<file path="src/verilog/cpo_pkg.sv">
// Shared constants and types of the configuration memory output control.
package cpo_pkg;

   // ==========================================================
   // Timing
   // ==========================================================
   localparam int CLK_PERIOD_NS = 10;
   localparam int POR_TIME_NS = 1000000;
   // A least time, so the cycle count rounds up.
   localparam int POR_CYCLES = (POR_TIME_NS + CLK_PERIOD_NS - 1) /
                               CLK_PERIOD_NS;

   // ==========================================================
   // Array geometry
   // ==========================================================
   localparam int DEF_DEPTH = 1024;
   localparam int DEF_WORD_W = 8;

   // ==========================================================
   // Synchronised pin vector layout and reset levels
   // ==========================================================
   localparam int PIN_COUNT = 4;
   localparam int PIN_CONFIG_CLOCK = 0;
   localparam int PIN_CHIP_EN_N = 1;
   localparam int PIN_OE_RESET_N = 2;
   localparam int PIN_VCC_LOW = 3;
   // Chip enable idles high (standby), everything else low.
   localparam logic [PIN_COUNT-1:0] PIN_RST = 4'h2;

   // ==========================================================
   // Reset values of control outputs
   // ==========================================================
   localparam logic RST_CHAIN_N = 1'b1;
   localparam logic RST_STANDBY = 1'b1;

   typedef enum logic [0:0] {CPO_ST_POR, CPO_ST_RUN} cpo_state_t;

endpackage

</file>
<file path="src/verilog/cpo_sync.sv">
// Two flip-flop synchroniser for the asynchronous control pins.
`timescale 1ns/10ps
module cpo_sync #(
   parameter int WIDTH = 4,
   parameter logic [WIDTH-1:0] RESET_VAL = '0
) (
   // Clock and reset
   input wire logic core_clk,
   input wire logic rstn,
   // Pins in and synchronised levels out
   input wire logic [WIDTH-1:0] async_in,
   output logic [WIDTH-1:0] sync_out
);

   typedef struct packed {
      logic [WIDTH-1:0] s1;
      logic [WIDTH-1:0] s2;
   } cpo_sync_state_t;

   cpo_sync_state_t q;
   cpo_sync_state_t d;

   // ==========================================================
   // Stages
   // ==========================================================
   // The first stage feeds only the second, so metastability never spreads.
   always_comb begin
      d = q;
      d.s1 = async_in;
      d.s2 = q.s1;
   end

   // Reset loads the idle levels of the pins.
   always_ff @(posedge core_clk or negedge rstn) begin
      if (!rstn) begin
         q <= {RESET_VAL, RESET_VAL};
      end else begin
         q <= d;
      end
   end

   assign sync_out = q.s2;

endmodule

</file>
<file path="src/verilog/cpo_ctrl.sv">
// Output control of a serial configuration memory: address, data, chain.
`timescale 1ns/10ps
// Functional notes
// - After power-up the block pulls output-enable/reset low until its 1 ms initialisation ends.
// - A supply dip below 2.0 V resets the block's internal state.
// - The reset sense of output-enable/reset is fixed active low and cannot be inverted.
// - With chip enable high the block is in standby with its address held at zero.
// - With chip enable high the data output floats whatever output-enable/reset does.
// - Enabled and not past the last address, each clock advances the bit (the address once per word), drives data and holds chain enable high.
// - Enabled and past the last address, the address freezes, data floats, chain enable goes low and current drops.
// - The last address is the top of the array and the counter has one extra overflow state beyond it.
// - The clock after the last data bit drives chain enable low and floats data so the next device takes over.
// - The master supplies the configuration clock and each valid rising edge advances the bit counter, and the address counter once per word.
module cpo_ctrl #(
   parameter int DEPTH = cpo_pkg::DEF_DEPTH,
   parameter int WORD_W = cpo_pkg::DEF_WORD_W,
   parameter int POR_CYCLES = cpo_pkg::POR_CYCLES
) (
   // Clock and reset
   input wire logic core_clk,
   input wire logic rstn,
   // Configuration pins from the master
   input wire logic config_clock,
   input wire logic chip_enable_n,
   // Open-drain output-enable/reset pin
   input wire logic oe_reset_n_in,
   output logic oe_reset_n_out,
   output logic oe_reset_n_oe,
   // Data and cascade outputs
   output logic data_out,
   output logic data_oe,
   output logic chain_enable_out_n,
   // Supply monitor, high while the supply is below 2.0 V
   input wire logic vcc_low,
   // Array read port, combinational read
   output logic [$clog2(DEPTH)-1:0] mem_addr,
   input wire logic [WORD_W-1:0] mem_rdata,
   // Status
   output logic standby,
   output logic reduced_current,
   output logic init_done
);

   localparam int MEM_W = $clog2(DEPTH);
   // One bit more than the array needs, for the overflow state.
   localparam int ADDR_W = MEM_W + 1;
   localparam int BIT_W = $clog2(WORD_W);
   localparam int POR_W = $clog2(POR_CYCLES + 1);
   localparam logic [ADDR_W-1:0] LAST_ADDR = ADDR_W'(DEPTH - 1);
   localparam logic [ADDR_W-1:0] ADDR_OVF = ADDR_W'(DEPTH);
   localparam logic [BIT_W-1:0] BIT_LAST = BIT_W'(WORD_W - 1);
   localparam logic [POR_W-1:0] POR_LAST = POR_W'(POR_CYCLES - 1);

   typedef struct packed {
      cpo_pkg::cpo_state_t st;
      logic [POR_W-1:0] por_cnt;
      logic [ADDR_W-1:0] addr;
      logic [BIT_W-1:0] bitn;
      logic clk_prev;
      logic data;
      logic data_en;
      logic chain_n;
      logic stby;
      logic reduced;
   } cpo_ctrl_state_t;

   localparam cpo_ctrl_state_t Q_RST = '{
      st: cpo_pkg::CPO_ST_POR,
      por_cnt: '0,
      addr: '0,
      bitn: '0,
      clk_prev: 1'b0,
      data: 1'b0,
      data_en: 1'b0,
      chain_n: cpo_pkg::RST_CHAIN_N,
      stby: cpo_pkg::RST_STANDBY,
      reduced: 1'b0
   };

   cpo_ctrl_state_t q;
   cpo_ctrl_state_t d;
   logic [cpo_pkg::PIN_COUNT-1:0] pins_raw;
   logic [cpo_pkg::PIN_COUNT-1:0] pins_s;
   logic config_clock_s;
   logic ce_n_s;
   logic oe_s;
   logic vlow_s;
   logic clk_rise;
   logic live;

   // True once the address has run beyond the top of the array.
   function automatic logic past_last(input logic [ADDR_W-1:0] a);
      past_last = (a > LAST_ADDR);
   endfunction

   // ==========================================================
   // Pin synchronisation
   // ==========================================================
   // All control pins, the supply monitor included, are asynchronous to the core clock.
   always_comb begin
      pins_raw = '0;
      pins_raw[cpo_pkg::PIN_CONFIG_CLOCK] = config_clock;
      pins_raw[cpo_pkg::PIN_CHIP_EN_N] = chip_enable_n;
      pins_raw[cpo_pkg::PIN_OE_RESET_N] = oe_reset_n_in;
      pins_raw[cpo_pkg::PIN_VCC_LOW] = vcc_low;
   end

   cpo_sync #(
      .WIDTH(cpo_pkg::PIN_COUNT),
      .RESET_VAL(cpo_pkg::PIN_RST)
   ) u_sync (
      .core_clk(core_clk),
      .rstn(rstn),
      .async_in(pins_raw),
      .sync_out(pins_s)
   );

   assign config_clock_s = pins_s[cpo_pkg::PIN_CONFIG_CLOCK];
   assign ce_n_s = pins_s[cpo_pkg::PIN_CHIP_EN_N];
   assign oe_s = pins_s[cpo_pkg::PIN_OE_RESET_N];
   assign vlow_s = pins_s[cpo_pkg::PIN_VCC_LOW];
   // Rising edge of the master clock, seen after synchronisation.
   assign clk_rise = config_clock_s && !q.clk_prev;

   // ==========================================================
   // Next state
   // ==========================================================
   // The reset sense of the pin is hard wired; no setting reaches it.
   always_comb begin
      d = q;
      d.clk_prev = config_clock_s;
      // Initialisation wait, restarted by any supply dip.
      if (vlow_s) begin
         d.st = cpo_pkg::CPO_ST_POR;
         d.por_cnt = '0;
      end else if (q.st == cpo_pkg::CPO_ST_POR) begin
         if (q.por_cnt == POR_LAST) begin
            d.st = cpo_pkg::CPO_ST_RUN;
         end else begin
            d.por_cnt = q.por_cnt + 1'b1;
         end
      end
      live = (q.st == cpo_pkg::CPO_ST_RUN) && !vlow_s && oe_s && !ce_n_s;
      // Counters: held at zero unless enabled, frozen once past the top.
      if (!live) begin
         d.addr = '0;
         d.bitn = '0;
      end else if (clk_rise && !past_last(q.addr)) begin
         if (q.bitn == BIT_LAST) begin
            d.bitn = '0;
            d.addr = q.addr + 1'b1;
         end else begin
            d.bitn = q.bitn + 1'b1;
         end
      end
      // Outputs follow the new counter values so they stay aligned.
      d.stby = ce_n_s;
      d.data_en = live && !past_last(d.addr);
      d.chain_n = !(live && past_last(d.addr));
      d.reduced = live && past_last(d.addr);
      d.data = d.data_en ? mem_rdata[d.bitn] : 1'b0;
   end

   // State register.
   always_ff @(posedge core_clk or negedge rstn) begin
      if (!rstn) begin
         q <= Q_RST;
      end else begin
         q <= d;
      end
   end

   // ==========================================================
   // Outputs
   // ==========================================================
   // The pin is only ever pulled low; the external pull-up lifts it.
   assign oe_reset_n_out = 1'b0;
   assign oe_reset_n_oe = (q.st == cpo_pkg::CPO_ST_POR);
   // The array index drops the overflow bit, so top plus one wraps to 0.
   assign mem_addr = d.addr[MEM_W-1:0];
   assign data_out = q.data;
   assign data_oe = q.data_en;
   assign chain_enable_out_n = q.chain_n;
   assign standby = q.stby;
   assign reduced_current = q.reduced;
   assign init_done = (q.st == cpo_pkg::CPO_ST_RUN);
endmodule

</file>
<file path="config.mk">
export PLATFORM = sky130hd
export DESIGN_NAME = cpo_ctrl
export DESIGN_NICKNAME = d
export VERILOG_FILES = /design/src/verilog/cpo_pkg.sv /design/src/verilog/cpo_sync.sv /design/src/verilog/cpo_ctrl.sv
export SDC_FILE = /design/constraint.sdc
export NUM_CORES = 1
export LEC_CHECK = 0
export ABC_AREA = 1
export ABC_CLOCK_PERIOD_IN_PS = 2000
export BUFFER_PORTS_ARGS = -buffer_cell sky130_fd_sc_hd__buf_2
export CORE_MARGIN = 2
export CORE_UTILIZATION = 57
export DETAILED_ROUTE_END_ITERATION = 16
export PLACE_DENSITY = 0.76
export SYNTH_ARGS = -nofsm -noshare
export SYNTH_HDL_FRONTEND = slang
export SYNTH_HIERARCHICAL = 1
export SYNTH_SLANG_ARGS = --single-unit
</file>
<file path="constraint.sdc">
create_clock -name core_clk -period 2 [get_ports core_clk]
set_input_delay 0.1 -clock core_clk [delete_from_list [all_inputs] [get_ports core_clk]]
set_output_delay 0.1 -clock core_clk [all_outputs]
set_load 0.005 [all_outputs]
</file>
==> metrics.cfg <==
[status]
outcome=finished with violations
violations=setup timing

[die]
start_util=0.607
rows=23
core_area_um2=4090
dieArea_um2=4900
ios=32
die_x_um=70.0
die_h_um=70.0

[yosys]
syn_area_per_cell_um2=8.39
yosys_warnings=6
netlist_top_cells_count=44 x inv_1, 44 x nand2_1, 42 x dfrtp_1
synth_edf_count=0
synth_top_area_frac=0.423
syn-num-nets=314
syn_area_um2=2480
synthTopCellsByArea=dfrtp_1 42%, inv_1 6.7%, nand2_1 6.7%, dfstp_2 4.2%, nor2_1 4.2%
seq_area_frac_synth=0.466
synthFlopType=dfrtp_1
async_flop_share=1.00
synth_cells=296
yosysTopAreaCell=dfrtp_1
synth_seq_cells=46
yosysUniqueCellTypes=36

[final_layout]
layout-drive-gt1-share=0.324
diodes=0
synthToLayoutAreaGrowth_pct=20.7
final_cell_count_no_fill=393
design_area_um2=3000
final_nets=360
postLayoutCoreUtil=0.733

[placement]
placed_area_um2=2670
io_buffers=30
dp_hpwl_mm=3.55
dpl.cell_count=370
routabilityCongestion=0.934

[power]
cellPowerDensity_nw_per_um2=664
power_frac_seq=0.501
switching_power_w=0.000415
pwr-share-clk=0.425
p_int_w=0.00157
power_w=0.00199
swShare=0.209
vdd_drop_max_mv=0.680
comb_power_share=0.074
leakage_nw=1.45

[detailed_routing]
routedWlPerCell_um=12.8
vias=2032
dr.pass1.iters=6
drtIter0Drc=127
wl_mm=5.03
vias_per_cell=5.17
ant_nets=0
drc=0

[timing]
finalWorstSetupSlack_ps=-123
finClkSkew_ps=7.08
hold_violations=0
setup_viol=6
max_freq_ghz=0.471
drv_slew=0
period_needed_ps=2120
fin_hold_ws_ps=194
fin_crit_sh=1.06
rsz0062_at_grt=true

[cts]
path_clk_slew_ps=90
htreeDepth=2
cts_root_buf=clkbuf_8
tritoncts=yes
cts_max_path_buffers=2
clock_latency_ps=300
numCtsBuffers=5
cts.sinks=46

[setup_path]
criticalPathCategory=reg -> out
regToRegSetupSlack_ps=110
crit_end=mem_addr[9]
rr_endpoint=q[14]
r2r-start=q[9]
worstPathArrival_ps=2020
startpoint=q[9]
end_kind=primary output
worstSetupStartpointType=register
rr_worst_depth=13
worst-path-max-fanout=6
cp.required_ps=1900

[global_routing]
grt_util_met3=0.0491
gr-usage-all-layers=0.221
grt_use_met2=0.362
grt_max_degree=47
busiest_layer=met2
grt_pass1_vias=1975
grt_first_pass_wirelength_mm=8.69
antenna_found_initial=0
gr-total-overflow=0
grt_use_met1=0.290

[worst_hold_path]
holdCritPathClass=in -> reg

[flow_run]
cap_violations=0

-- sequential cells by signal, indices dropped and copies added (netlist names) --
name / cells
data_oe: 1
reduced_current: 1
u_sync/sync_out: 4
standby: 1
u_sync/d: 4
chain_enable_out_n: 1
data_out: 1
init_done: 1
q: 32
-- worst max-delay path: stages, from the launching register on --
cell and delay, ps:
dfrtp_1 380, ha_2 190, inv_2 50, nor2_4 90, nand2_2 80, nand3_4 110, nand2_8 70, nor2_8 120
nand2_4 90, nor3_4 140, nand2_2 90, o21ai_2 140, nor2_2 60, buf_2 120
-- how the worst min path moves through the flow --
stage	start	endpoint	slack, ps	cells after the start
after detailed placement	rstn	q[25]	100	2
after global routing	mem_rdata[1]	data_out	220	5
after global placement	rstn	q[25]	100	2
after floorplan	rstn	data_oe	-200	0
after CTS	mem_rdata[1]	data_out	190	5
final	mem_rdata[1]	data_out	190	5
-- through the flow --
stage | TNS (ps) | setup slack [ps]
2_1_floorplan | 0 | 159
6_report | -393 | -123
4_1_cts | -424 | -123
5_1_grt | -1450 | -247
3_3_place_gp | 0 | 159
3_5_place_dp | 0 | 77.3
-- power by group through the flow --
stage / Clock [W] / Combinational, W / Sequential (W)
floorplan: 0 / 0.0000742 / 0.00101
global placement: 0 / 0.000122 / 0.00101
detailed placement: 0 / 0.000127 / 0.00102
CTS: 0.000857 / 0.000135 / 0.000998
global route: 0.000892 / 0.000168 / 0.00100
finish: 0.000845 / 0.000147 / 0.000997
-- area by class of cell --
class                      instances  area (µm²)
multi-input combinational        183        1080
tap                               50        62.6
clock inverter                     2        60.1
timing repair buffer              53         348
sequential                        46        1160
clock buffer                       6        82.6
inverter                          53         201
fill                             316        1090
-- kinds of logic after synthesis --
group | Yosys count | share of synthesized area
flip-flops | 46 | 0.466
AND/OR/NAND/NOR | 138 | 0.304
adder cells (fa/ha/maj) | 4 | 0.0202
other | 1 | 0.00151
AO/OA/AOI/OAI | 38 | 0.0812
XOR/XNOR | 2 | 0.00706
buffers and inverters | 67 | 0.120
-- metal layers --
layer,vias up,part of all wire
li1,1023,-
met1,954,0.45
met2,49,0.49
met3,6,0.043
met4,0,0.016
met5,-,0
-- what timing repair did --
| action | 4_1_cts | 5_1_grt |
|---|---|---|
| endpoints found under the setup margin | 9 | 16 |
| resized for setup | 11 | 7 |
| pin swaps | 9 | 5 |
| setup buffers | 7 | 3 |
| endpoints found under the hold margin | 46 | 0 |
| hold buffers | 5 | 0 |
-- placed cells by master, fill, tap and decap left out, types with 3 or more instances in the layout --
cell,synthesis,final
a21oi_1,19,19
buf_2,2,30
nand2_1,44,43
nand3_1,20,19
dfrtp_1,42,42
buf_4,12,17
dlygate4sd3_1,0,5
nor2_1,28,24
dfstp_2,4,4
inv_1,44,42
nor3_2,3,3
inv_2,9,10
ha_1,4,3
o21ai_1,5,5
nand2_2,6,7
clkbuf_8,0,6
nand3_2,2,3
o21ai_0,9,8
nor2_2,6,8
nor2_4,4,6
nand4_1,7,7
nor3_1,7,6
No activity file was read; power rests on OpenSTA's default activity.
